==> src/pkg/wer_params.svh <==
// Offsets, reset values, field positions and masks of the wake routing block
`ifndef WER_PARAMS_SVH
`define WER_PARAMS_SVH

`define WER_OFF_STS_LEG 8'h00
`define WER_OFF_STS_GP 8'h01
`define WER_OFF_WEN_LEG 8'h02
`define WER_OFF_WEN_GP 8'h03
`define WER_OFF_CFG 8'h04
`define WER_OFF_SMI_LEG 8'h13
`define WER_OFF_SMI_GP 8'h14
`define WER_OFF_IRQ_LEG 8'h15
`define WER_OFF_IRQ_GP 8'h16

`define WER_RST_BYTE 8'h00
`define WER_ZERO_BYTE 8'h00
`define WER_LEG_MASK 8'h5F
`define WER_CFG_MASK 8'h0F

`define WER_CFG_BANK_HI 1
`define WER_CFG_BANK_LO 0
`define WER_CFG_SWAP 2
`define WER_CFG_PB_S3 3

`define WER_LEG_SW 6
`define WER_LEG_IR 4
`define WER_LEG_MOUSE 3
`define WER_LEG_KBD 2
`define WER_LEG_RI2 1
`define WER_LEG_RI1 0
`define WER_LEG_PIN_W 5
`define WER_PS2_W 4
`define WER_PS2_KCLK 0
`define WER_PS2_KDAT 1
`define WER_PS2_MCLK 2
`define WER_PS2_MOUSE_DATA_IN 3

`endif

==> src/pkg/wer_pkg.sv <==
// Types shared by the wake routing block
package wer_pkg;

   typedef enum logic [1:0] {
      WER_BANK_KBM,
      WER_BANK_IR,
      WER_BANK_ROUTE,
      WER_BANK_GPIO
   } wer_bank_t;

   typedef struct packed {
      logic [4:0] leg_s1;
      logic [4:0] leg_s2;
      logic [4:0] leg_prev;
      logic [7:0] gp_s1;
      logic [7:0] gp_s2;
      logic [7:0] gp_prev;
      logic [3:0] ps2_s1;
      logic [3:0] ps2_s2;
      logic [3:0] ps2_out;
      logic [7:0] cfg;
      logic [7:0] wen_leg;
      logic [7:0] wen_gp;
      logic [7:0] smi_leg;
      logic [7:0] smi_gp;
      logic [7:0] irq_leg;
      logic [7:0] irq_gp;
      logic [7:0] sts_leg;
      logic [7:0] sts_gp;
      logic [7:0] rdata;
      logic mgmt_n;
      logic irq;
      logic pwu_n;
   } wer_state_t;

endpackage : wer_pkg

==> src/hw/wer_core.sv <==
// Wake-up event routing: configuration, route enables, sticky status, outputs
//
// Strobed register access is this design's own decision.
`timescale 1ns/10ps
`include "wer_params.svh"

module wer_core
   import wer_pkg::*;
(
   input wire logic clk,
   input wire logic sys_rst,
   input wire logic [7:0] reg_addr,
   input wire logic [7:0] reg_wdata,
   input wire logic reg_wr,
   input wire logic reg_rd,
   output logic [7:0] reg_rdata,
   input wire logic software_event,
   input wire logic consumer_infrared_event,
   input wire logic mouse_event,
   input wire logic keyboard_event,
   input wire logic ring_indicate_two,
   input wire logic ring_indicate_one,
   input wire logic [7:0] gp_event_input,
   input wire logic keyboard_clock_in,
   input wire logic keyboard_data_in,
   input wire logic mouse_clock_in,
   input wire logic mouse_data_in,
   output logic kbc_keyboard_clock,
   output logic kbc_keyboard_data,
   output logic kbc_mouse_clock,
   output logic kbc_mouse_data,
   output logic [1:0] bank_select,
   output logic power_button_pulse_s3_en,
   output logic system_mgmt_interrupt_n,
   output logic wake_controller_irq,
   output logic power_wake_request_n
);

   // Registered state and its next value
   wer_state_t cur;
   wer_state_t nxt;
   wer_bank_t bank;
   logic route_bank;
   logic [4:0] leg_pins;
   logic [3:0] ps2_pins;
   logic [4:0] leg_rise;
   logic [7:0] gp_rise;
   logic [7:0] leg_set;
   logic [7:0] wr_data_leg;
   logic wr_cfg;
   logic wr_wen_leg;
   logic wr_wen_gp;
   logic wr_sts_leg;
   logic wr_sts_gp;
   logic wr_smi_leg;
   logic wr_smi_gp;
   logic wr_irq_leg;
   logic wr_irq_gp;
   logic [7:0] rd_mux;
   logic [7:0] clr_leg;
   logic [7:0] clr_gp;
   logic [7:0] wr_data_cfg;
   logic [7:0] mgmt_hit_leg;
   logic [7:0] mgmt_hit_gp;
   logic [7:0] irq_hit_leg;
   logic [7:0] irq_hit_gp;
   logic [7:0] wake_hit_leg;
   logic [7:0] wake_hit_gp;
   logic mgmt_any;
   logic irq_any;
   logic wake_any;

   // Event pins in legacy status order, keyboard and mouse pins in pair order
   assign leg_pins = {consumer_infrared_event, mouse_event, keyboard_event,
                      ring_indicate_two, ring_indicate_one};
   assign ps2_pins = {mouse_data_in, mouse_clock_in, keyboard_data_in, keyboard_clock_in};

   // Bank decode from the configuration register
   assign bank = wer_bank_t'(cur.cfg[`WER_CFG_BANK_HI:`WER_CFG_BANK_LO]);
   assign route_bank = (bank == WER_BANK_ROUTE);

   // Rising edges of the synchronised event pins
   // A level held high sets its status once; it must fall and rise again
   assign leg_rise = cur.leg_s2 & ~cur.leg_prev;
   assign gp_rise = cur.gp_s2 & ~cur.gp_prev;

   // Place legacy edges into the status layout; software event is same-clock
   always_comb begin
      leg_set = `WER_ZERO_BYTE;
      leg_set[`WER_LEG_SW] = software_event;
      leg_set[`WER_LEG_IR] = leg_rise[4];
      leg_set[`WER_LEG_MOUSE] = leg_rise[3];
      leg_set[`WER_LEG_KBD] = leg_rise[2];
      leg_set[`WER_LEG_RI2] = leg_rise[1];
      leg_set[`WER_LEG_RI1] = leg_rise[0];
   end

   // Reserved bits are dropped on the way in, so they always read back zero
   assign wr_data_leg = reg_wdata & `WER_LEG_MASK;
   assign wr_data_cfg = reg_wdata & `WER_CFG_MASK;

   // Write decode; common registers always visible, routing only in bank 2
   // A routing write outside bank 2 is dropped, not redirected
   assign wr_sts_leg = reg_wr && (reg_addr == `WER_OFF_STS_LEG);
   assign wr_sts_gp = reg_wr && (reg_addr == `WER_OFF_STS_GP);
   assign wr_wen_leg = reg_wr && (reg_addr == `WER_OFF_WEN_LEG);
   assign wr_wen_gp = reg_wr && (reg_addr == `WER_OFF_WEN_GP);
   assign wr_cfg = reg_wr && (reg_addr == `WER_OFF_CFG);
   assign wr_smi_leg = reg_wr && route_bank && (reg_addr == `WER_OFF_SMI_LEG);
   assign wr_smi_gp = reg_wr && route_bank && (reg_addr == `WER_OFF_SMI_GP);
   assign wr_irq_leg = reg_wr && route_bank && (reg_addr == `WER_OFF_IRQ_LEG);
   assign wr_irq_gp = reg_wr && route_bank && (reg_addr == `WER_OFF_IRQ_GP);

   // Write-one-to-clear masks; only a write to a status offset clears anything
   always_comb begin
      clr_leg = `WER_ZERO_BYTE;
      clr_gp = `WER_ZERO_BYTE;
      if (wr_sts_leg) begin
         clr_leg = wr_data_leg;
      end
      if (wr_sts_gp) begin
         clr_gp = reg_wdata;
      end
   end

   // Per-event route hits; the wake enables never gate the interrupt routes
   always_comb begin
      mgmt_hit_leg = cur.sts_leg & cur.smi_leg;
      mgmt_hit_gp = cur.sts_gp & cur.smi_gp;
      irq_hit_leg = cur.sts_leg & cur.irq_leg;
      irq_hit_gp = cur.sts_gp & cur.irq_gp;
      wake_hit_leg = cur.sts_leg & cur.wen_leg;
      wake_hit_gp = cur.sts_gp & cur.wen_gp;
      mgmt_any = |{mgmt_hit_leg, mgmt_hit_gp};
      irq_any = |{irq_hit_leg, irq_hit_gp};
      wake_any = |{wake_hit_leg, wake_hit_gp};
   end

   // Read multiplexer; unmapped or hidden offsets read zero
   always_comb begin
      rd_mux = `WER_ZERO_BYTE;
      case (reg_addr)
         // Status, wake enables and configuration answer in every bank
         `WER_OFF_STS_LEG: begin
            rd_mux = cur.sts_leg;
         end
         `WER_OFF_STS_GP: begin
            rd_mux = cur.sts_gp;
         end
         `WER_OFF_WEN_LEG: begin
            rd_mux = cur.wen_leg;
         end
         `WER_OFF_WEN_GP: begin
            rd_mux = cur.wen_gp;
         end
         `WER_OFF_CFG: begin
            rd_mux = cur.cfg;
         end
         `WER_OFF_SMI_LEG: begin
            if (route_bank) begin
               rd_mux = cur.smi_leg;
            end
         end
         `WER_OFF_SMI_GP: begin
            if (route_bank) begin
               rd_mux = cur.smi_gp;
            end
         end
         `WER_OFF_IRQ_LEG: begin
            if (route_bank) begin
               rd_mux = cur.irq_leg;
            end
         end
         `WER_OFF_IRQ_GP: begin
            if (route_bank) begin
               rd_mux = cur.irq_gp;
            end
         end
         default: begin
            rd_mux = `WER_ZERO_BYTE;
         end
      endcase
   end

   always_comb begin
      nxt = cur;

      // Two-stage synchronisers; only the second stage feeds logic
      nxt.leg_s1 = leg_pins;
      nxt.leg_s2 = cur.leg_s1;
      nxt.leg_prev = cur.leg_s2;
      nxt.gp_s1 = gp_event_input;
      nxt.gp_s2 = cur.gp_s1;
      nxt.gp_prev = cur.gp_s2;
      nxt.ps2_s1 = ps2_pins;
      nxt.ps2_s2 = cur.ps2_s1;

      // Keyboard and mouse pair exchange
      // Swap acts on synchronised bits, so the outputs see no pin metastability
      if (cur.cfg[`WER_CFG_SWAP]) begin
         nxt.ps2_out[`WER_PS2_KCLK] = cur.ps2_s2[`WER_PS2_MCLK];
         nxt.ps2_out[`WER_PS2_KDAT] = cur.ps2_s2[`WER_PS2_MOUSE_DATA_IN];
         nxt.ps2_out[`WER_PS2_MCLK] = cur.ps2_s2[`WER_PS2_KCLK];
         nxt.ps2_out[`WER_PS2_MOUSE_DATA_IN] = cur.ps2_s2[`WER_PS2_KDAT];
      end else begin
         nxt.ps2_out = cur.ps2_s2;
      end

      // Register writes; reserved bits held at zero
      if (wr_cfg) begin
         nxt.cfg = wr_data_cfg;
      end
      if (wr_wen_leg) begin
         nxt.wen_leg = wr_data_leg;
      end
      if (wr_wen_gp) begin
         nxt.wen_gp = reg_wdata;
      end
      if (wr_smi_leg) begin
         nxt.smi_leg = wr_data_leg;
      end
      if (wr_smi_gp) begin
         nxt.smi_gp = reg_wdata;
      end
      if (wr_irq_leg) begin
         nxt.irq_leg = wr_data_leg;
      end
      if (wr_irq_gp) begin
         nxt.irq_gp = reg_wdata;
      end

      // Sticky status: write one clears, a new event in the same cycle wins
      nxt.sts_leg = (cur.sts_leg & ~clr_leg) | leg_set;
      nxt.sts_gp = (cur.sts_gp & ~clr_gp) | gp_rise;

      // Routed outputs; only the wake request is gated by the wake enables
      // They lag the status by one clock and release one clock after a clear
      nxt.mgmt_n = ~mgmt_any;
      nxt.irq = irq_any;
      nxt.pwu_n = ~wake_any;

      // Read data stands for exactly the cycle after the strobe
      nxt.rdata = reg_rd ? rd_mux : `WER_ZERO_BYTE;
   end

   // Reset leaves every route disabled and every output inactive
   always_ff @(posedge clk or posedge sys_rst) begin
      if (sys_rst) begin
         cur.leg_s1 <= '0;
         cur.leg_s2 <= '0;
         cur.leg_prev <= '0;
         cur.gp_s1 <= '0;
         cur.gp_s2 <= '0;
         cur.gp_prev <= '0;
         cur.ps2_s1 <= '0;
         cur.ps2_s2 <= '0;
         cur.ps2_out <= '0;
         cur.cfg <= `WER_RST_BYTE;
         cur.wen_leg <= `WER_RST_BYTE;
         cur.wen_gp <= `WER_RST_BYTE;
         cur.smi_leg <= `WER_RST_BYTE;
         cur.smi_gp <= `WER_RST_BYTE;
         cur.irq_leg <= `WER_RST_BYTE;
         cur.irq_gp <= `WER_RST_BYTE;
         cur.sts_leg <= `WER_RST_BYTE;
         cur.sts_gp <= `WER_RST_BYTE;
         cur.rdata <= `WER_RST_BYTE;
         cur.mgmt_n <= 1'b1;
         cur.irq <= 1'b0;
         cur.pwu_n <= 1'b1;
      end else begin
         cur <= nxt;
      end
   end

   // Every pin-level output comes straight from a flip-flop
   assign reg_rdata = cur.rdata;
   assign kbc_keyboard_clock = cur.ps2_out[`WER_PS2_KCLK];
   assign kbc_keyboard_data = cur.ps2_out[`WER_PS2_KDAT];
   assign kbc_mouse_clock = cur.ps2_out[`WER_PS2_MCLK];
   assign kbc_mouse_data = cur.ps2_out[`WER_PS2_MOUSE_DATA_IN];
   assign bank_select = cur.cfg[`WER_CFG_BANK_HI:`WER_CFG_BANK_LO];
   assign power_button_pulse_s3_en = cur.cfg[`WER_CFG_PB_S3];
   assign system_mgmt_interrupt_n = cur.mgmt_n;
   assign wake_controller_irq = cur.irq;
   assign power_wake_request_n = cur.pwu_n;

endmodule : wer_core

==> config.mk <==
export PLATFORM = sky130hd
export DESIGN_NAME = wer_core
export DESIGN_NICKNAME = d
export VERILOG_FILES = /design/src/pkg/wer_pkg.sv /design/src/hw/wer_core.sv
export VERILOG_INCLUDE_DIRS = /design/src /design/src/pkg
export SDC_FILE = /design/constraint.sdc
export NUM_CORES = 1
export LEC_CHECK = 0
export ABC_AREA = 1
export BUFFER_PORTS_ARGS = -buffer_cell sky130_fd_sc_hd__buf_2
export CORE_ASPECT_RATIO = 1.5
export CORE_UTILIZATION = 40
export CTS_BUF_LIST = sky130_fd_sc_hd__clkbuf_8
export CTS_CLUSTER_DIAMETER = 60
export CTS_CLUSTER_SIZE = 40
export DETAILED_ROUTE_END_ITERATION = 6
export GPL_ROUTABILITY_DRIVEN = 0
export PLACE_DENSITY_LB_ADDON = 0.08
export REMOVE_ABC_BUFFERS = 1
export SLEW_MARGIN = 20
export SYNTH_ARGS = -nofsm -noshare
export SYNTH_HDL_FRONTEND = slang
export SYNTH_SLANG_ARGS = --single-unit
==> constraint.sdc <==
create_clock -name clk -period 6.85 [get_ports clk]
set_input_delay 0.685 -clock clk [delete_from_list [all_inputs] [get_ports clk]]
set_output_delay 0.685 -clock clk [all_outputs]
set_load 0.005 [all_outputs]
* After elaboration in Yosys (flattened, before gate mapping) *
Cells that the tools add are included.

word-level totals
  register bits = 124
  input port bits = 38
  output and inout bits = 18
  word-level logic and storage cells = 72

cells by class
  equal/unequal tests = 9
  muxes and demuxes = 9
  bitwise operators = 18
  reduce and logical (&&, ||, !) cells = 14

operators by type and width
  operator            number
  $pmux 8 s9          1
  $and 8x8->8         6
  $reduce_or 16->1    3
  $eq 8x5->1 const B  4
  $mux 8              4
  $and 8x7->8         3
  $not 8->8           3
  $mux 7              3
  $eq 8x2->1 const B  2
  $logic_and 1x1->1   10
  $eq 8x1->1 const B  1
  $eq 8x3->1 const B  1
  $logic_not 8->1     1
  $or 8x7->8          1
  $or 8x8->8          1
  $and 5x5->5         1
  $not 5->5           1
  $mux 4              1
  $eq 2x2->1 const B  1
  $not 1->1           2

* Depth between registers and ports, before layout *
Gate-level depths: netlist of run 1.

  depth in word-level cells = 6
  gate-level depth with buffers = 9
  gate-level depth less buffers = 8

* Worst setup path after synthesis of run 1 *
OpenSTA, ideal clock, no wires.

  path type = input to register
  start point = in reg_addr[5]
  end point = reg cur[35] (netlist name)
  library setup time = 126 ps
  data arrival time = 1488 ps
  data required time = 6724 ps
  path slack = 5236 ps
  stages on the path = 8
  buffers on the path = 2
  path through = inv_1 nand2_1 nor2_2 buf_2 nand2_1 nor2_2 buf_4 o21ai_0

on the way
  word-level cells in the longest chain between the ends = 2

RTL lines
  what                  RTL line         source
  start, declared       wer_core.sv:12   input wire logic [7:0] reg_addr,
  $eq 8x5->1            -
  $logic_and 1x1->1     wer_core.sv:111  assign wr_irq_leg = reg_wr && route_bank && (reg_addr == `WER_OFF_IRQ_LEG);
  end signal, assigned  wer_core.sv:272  cur <= nxt;
  end, declared         wer_core.sv:40   wer_state_t cur;

Every way passes these cells.
A chain may end at the register's enable or synchronous reset.

* Worst setup path after layout of run 1 *
  start point = in reg_addr[3]
  end point = reg cur[48] (netlist name)

on the way
  word-level cells in the longest chain between the ends = 2

RTL lines
  what               RTL line         source
  $eq 8x5->1         -
  $logic_and 1x1->1  wer_core.sv:110  assign wr_smi_gp = reg_wr && route_bank && (reg_addr == `WER_OFF_SMI_GP);

Every way passes these cells.

==> results of run 1 <==
-- metrics by stage --
step | hold WS [ns] | instances
after global placement | 0.332 | 718
final | 0.349 | 749
after floorplan | 0.331 | 509
after detailed placement | 0.335 | 718
after global routing | 0.323 | 749
after CTS | 0.329 | 749
-- logic make-up (layout without fill, tap and decap cells) --
logic type,after synthesis,in the layout,synth area share
buffers and inverters,86,148,0.0790
flip-flops,122,122,0.613
AND/OR/NAND/NOR,230,230,0.202
AO/OA/AOI/OAI,96,96,0.106
-- routing by layer --
metal	track usage	vias up
met4	0.109	0
li1	-	1825
met5	0	-
met1	0.254	1802
met2	0.332	140
met3	0.0504	30
-- cells in the mapped netlist --
cell type  count
inv_1         58
nand2_2        2
o21ai_0       64
nor3_1         5
o2111ai_1      1
nor4_1         1
buf_4         12
buf_2          9
a22o_1         1
o22ai_1       10
nor2_1        38
nand4_1        4
nor2_2         4
inv_2          3
nand3_2        1
nand3_1       52
dfstp_2        2
a221oi_1       4
a21oi_1       10
clkbuf_1       2
o21a_1         6
nor2_4         5
buf_6          2
nand2_1      118
dfrtp_1      120
-- worst max path at each step --
| stage | to | slack (ns) |
|---|---|---|
| after CTS | cur[48] | 4.67 |
| after floorplan | bank_select[0] | 2.93 |
| after detailed placement | cur[48] | 4.20 |
| final | cur[48] | 4.65 |
| after global routing | cur[49] | 4.44 |
| after global placement | cur[49] | 4.31 |
-- report_power, final --
group	internal (mW)	switching, mW	total [mW]
Combinational	0.0212	0.0506	0.0718
Clock	0.312	0.283	0.595
Sequential	0.745	0.0108	0.756
Total	1.08	0.345	1.42
-- final cells by class --
class,count,area (µm²)
repair buffers,56,283
clock buffers,20,275
multi-input cells,326,1540
fillers,1188,6410
inverters,61,231
flip-flops and latches,122,3060
clock inverters,11,97.6
well taps,153,191
-- layout by cell type (no fill, tap or decap), drive strengths merged --
master,instances
o21ai,64
nand2,120
dfstp,2
clkbuf,20
clkinvlp,3
nor4,1
dfrtp,120
bufinv,1
buf,56
nand3,53
o22ai,10
clkinv,5
a221oi,4
o2111ai,1
nor3,5
inv,63
a22o,1
o21a,6
a21oi,10
nand4,4
nor2,47
==> results.json, run 1 <==
{
  "critPathTopFamily": "simple AND/OR/NAND/NOR gates",
  "post-route-util": 0.469,
  "wl_mm": 12.2,
  "cp.arrival_ns": 2.53,
  "fin_tns_setup_ns": 0,
  "htreeDepth": 4,
  "avgSynthCellArea_um2": 9.34,
  "crit_top_cell": "nand2_1",
  "clockBufferDepth": 2,
  "synthCells": 534,
  "clk_pin_slew_worst_paths_ns": 0.07,
  "fin_crit_sh": 0.321,
  "critPathSlowestCell": "nor2_1",
  "cap_violations": 0,
  "r2r_setup_slack_ns": 4.92,
  "antenna_found_initial": 0,
  "yosys_warnings": 0,
  "postCtsResizedCells": 0,
  "cts-root-buf": "clkbuf_8",
  "die_area_mm2": 0.0129,
  "diodes": 0,
  "synth_area_mm2": 0.00499,
  "dieHeight_um": 139,
  "grt_pass1_vias": 3802,
  "status": "completed",
  "largest_register": "cur",
  "drt_iter0_drc": 417,
  "tightest_slew_ns": 0.952,
  "final_antenna_net_count": 0,
  "grt_use_total": 0.207,
  "rsz0062_at_grt": "no",
  "yosysSeqAreaShare": 0.613,
  "largest_reg_flops": 104,
  "cts_setup_buffers": 0,
  "cp.depth": 8,
  "min_path_type": "input pin to asynchronous set/reset pin",
  "nets": 622,
  "worstSetupStartpoint": "reg_addr[3]",
  "wl_met2_mm": 6.08,
  "pre_cts_ws_ns": 4.20,
  "portBuffers": 55,
  "ys_ff_latch": 122,
  "crit_type": "input pin to flip-flop",
  "wl_met1_mm": 5.08,
  "rr_startpoint": "bank_select[0]",
  "max_stage_delay_ns": 0.74,
  "place_area_mm2": 0.00530,
  "cp-end-kind": "flip-flop",
  "crit_fanout": 16,
  "rows": 49,
  "reg2reg_depth": 7,
  "dieWidth_um": 93.2,
  "power-per-cell-area_mw_per_mm2": 251,
  "p_total_mw": 1.42,
  "wl_per_cell_um": 16.3,
  "ys_types": 25,
  "finClkSkew_ns": 0.00935,
  "ir_worst_vdd_mv": 0.129,
  "setup-violations-final": 0,
  "maxSlewViolCount": 0,
  "synth_top_cell_area_share": 0.602,
  "cp.required_ns": 7.18,
  "post-route-min-period_ns": 2.20,
  "dr.pass1.iters": 7,
  "cts_buffers": 17,
  "wl_met3_um": 584,
  "rr_endpoint": "cur[39]",
  "dp_hpwl_mm": 8.67,
  "hold_buffers": 0,
  "remaining_drc_errors": 0,
  "highest_layer": "met4",
  "cts_tree": "built",
  "fin_ws_ns": 4.65,
  "yosys.area.top_type": "dfrtp_1",
  "drt-vias-per-instance": 5.07,
  "cellLeakagePower_nw": 2.73,
  "ys_top_cells_by_area": "dfrtp_1 (60%), nand2_1 (8.9%), o21ai_0 (6.4%)",
  "num_io_pins": 56,
  "coreArea_mm2": 0.0121,
  "finalHoldViolations": 0,
  "insertion_delay_ns": 0.43,
  "area_growth_pct": 13.7,
  "vias": 3797,
  "cp_cell_sequence": "buf_2 -> inv_2 -> nand2_2 -> nor2_1 -> nand2_1 -> nor2_4 -> nand2_1 -> o21a_1",
  "critPathBufInv": 2,
  "design_area_mm2": 0.00567,
  "critPathLaunchType": "input pin",
  "slew-limit-headroom": 0.363,
  "grt_start_max_net_pins": 67,
  "grt_pass1_wl_mm": 19.9,
  "fmax_mhz": 455,
  "grt_overflow": 0,
  "initial_core_util": 0.413,
  "final_layout_size_suffix_gt1_frac": 0.174,
  "cts.sinks": 122
}
(Power assumes the default switching activity.)
==> run 2, diff against run 1 <==
- clock period: 6.85 -> 1.95 ns (I/O delays scaled with it)
==> results.json, run 2 (same netlist as run 1, synthesis figures left out) <==
{
  "drt_iter0_drc": 279,
  "grt_use_total": 0.208,
  "dieWidth_um": 93.2,
  "p_sw_frac": 0.243,
  "largest_reg_flops": 104,
  "cp-end-kind": "flip-flop",
  "grt_overflow": 0,
  "cp.arrival_ns": 1.97,
  "rsz0062_at_grt": "no",
  "die_area_mm2": 0.0129,
  "wl_per_cell_um": 15.6,
  "status": "completed",
  "dp_hpwl_mm": 8.97,
  "initial_core_util": 0.413,
  "portBuffers": 55,
  "dp_cells": 730,
  "tightest_slew_ns": 0.462,
  "final_antenna_net_count": 0,
  "critPathLaunchType": "flip-flop",
  "area_growth_pct": 20.3,
  "remaining_drc_errors": 0,
  "finClkSkew_ns": 0.00743,
  "cts-root-buf": "clkbuf_8",
  "p_int_mw": 3.79,
  "fin_tns_setup_ns": 0,
  "cts.sinks": 122,
  "ir_worst_vdd_mv": 0.409,
  "drt-vias-per-instance": 4.99,
  "min_path_type": "input pin to flip-flop",
  "hold_buffers": 23,
  "setup-violations-final": 0,
  "htreeDepth": 4,
  "cts_tree": "built",
  "crit_fanout": 16,
  "clk_pin_slew_worst_paths_ns": 0.07,
  "post-route-min-period_ns": 1.64,
  "wl_mm": 12.3,
  "layout_commonest_cell": "dfrtp_1",
  "crit_type": "flip-flop to flip-flop",
  "p_sw_mw": 1.21,
  "cts_setup_buffers": 0,
  "critPathBufInv": 2,
  "dieHeight_um": 139,
  "largest_register": "cur",
  "fillCellCount": 1157,
  "power-per-cell-area_mw_per_mm2": 834,
  "rows": 49,
  "max_stage_delay_ns": 0.40,
  "pwr-share-seq": 0.530,
  "final_layout_size_suffix_gt1_frac": 0.182,
  "critPathTopFamily": "simple AND/OR/NAND/NOR gates",
  "nets": 657,
  "fin_ws_ns": 0.305,
  "vias": 3917,
  "clockPowerShare": 0.410,
  "crit_top_cell": "nand2_1",
  "maxSlewViolCount": 0,
  "fin_crit_sh": 0.844,
  "cellLeakagePower_nw": 2.89,
  "grt_start_max_net_pins": 55,
  "insertion_delay_ns": 0.43,
  "grt_pass1_wl_mm": 19.8,
  "pre_cts_ws_ns": 0.302,
  "cp.required_ns": 2.27,
  "cp_cell_sequence": "inv_1 -> nand2_1 -> nor2_1 -> inv_2 -> nor2_4 -> nand2_1 -> o21a_1",
  "antenna_found_initial": 0,
  "instances_no_fill": 785,
  "slew-limit-headroom": 0.692,
  "post-route-util": 0.497,
  "finalHoldViolations": 0,
  "pwr-share-comb": 0.059,
  "cap_violations": 0,
  "diodes": 0,
  "critPathSlowestCell": "dfrtp_1",
  "grt_pass1_vias": 3925,
  "dr.pass1.iters": 5,
  "cts_buffers": 17,
  "coreArea_mm2": 0.0121,
  "num_io_pins": 56,
  "fmax_mhz": 608,
  "clockBufferDepth": 2,
  "postCtsResizedCells": 0,
  "final_cell_mix": "dfrtp_1 (120), nand2_1 (118), o21ai_0 (64)"
}
==> run 2: cell count changes in the layout (fill, tap and decap cells not counted) <==
cell,before,now
buf_12,0,1
clkbuf_8,20,19
dlygate4sd3_1,0,23
buf_4,1,12
inv_1,58,60
==> run 2: through the flow <==
step	hold slack, ns	power (mW)	area [µm²]
after floorplan	0.226	2.83	4820
after global placement	0.145	2.96	5400
after detailed placement	0.148	2.97	5400
after CTS	0.0448	5.09	6000
after global routing	0.0648	5.24	6000
final	0.0738	5.00	6000
==> run 2: path summary, 6_finish.rpt <==
kind	cells past startpoint	startpoint	end	slack (ns)
hold reg to reg	0	cur[114]	cur[106]	0.34
setup / recovery	7	bank_select[0]	cur[49]	0.31
max in group asynchronous	4	sys_rst	system_mgmt_interrupt_n	1.02
min in group asynchronous	3	sys_rst	cur[119]	0.24
hold / removal	3	reg_wdata[1]	cur[44]	0.07
setup reg to reg	7	bank_select[0]	cur[49]	0.31
==> run 2: power by group through the flow <==
| stage | registers (mW) | logic [mW] | clock network [mW] |
|---|---|---|---|
| after global placement | 2.70 | 0.264 | 0 |
| after global routing | 2.66 | 0.334 | 2.25 |
| after floorplan | 2.69 | 0.132 | 0 |
| after CTS | 2.65 | 0.304 | 2.14 |
| after detailed placement | 2.70 | 0.267 | 0 |
| final | 2.65 | 0.297 | 2.05 |
==> run 2: final cells by class <==
type,count,area [µm²],area share
sequential,122,3060,0.509
clock inverter,13,105,0.0175
timing repair buffer,91,616,0.103
inverter,61,231,0.0386
clock buffer,19,262,0.0436
multi-input combinational,326,1540,0.256
tap,153,191,0.0319
==> run 2: worst register-to-register path, delay by kind of cell (launching register included) <==
kind / cells / cell delay, ns
buf+inv: 2 / 0.18
flops: 1 / 0.40
compound gates: 1 / 0.12
simple gates: 4 / 0.84
==> run 2: routing by layer <==
layer / routed length (µm) / share of wire / track usage
met1: 5040 / 0.41 / 0.248
met2: 6020 / 0.49 / 0.327
met3: 530 / 0.043 / 0.0499
met4: 653 / 0.053 / 0.146
met5: 0 / 0 / 0
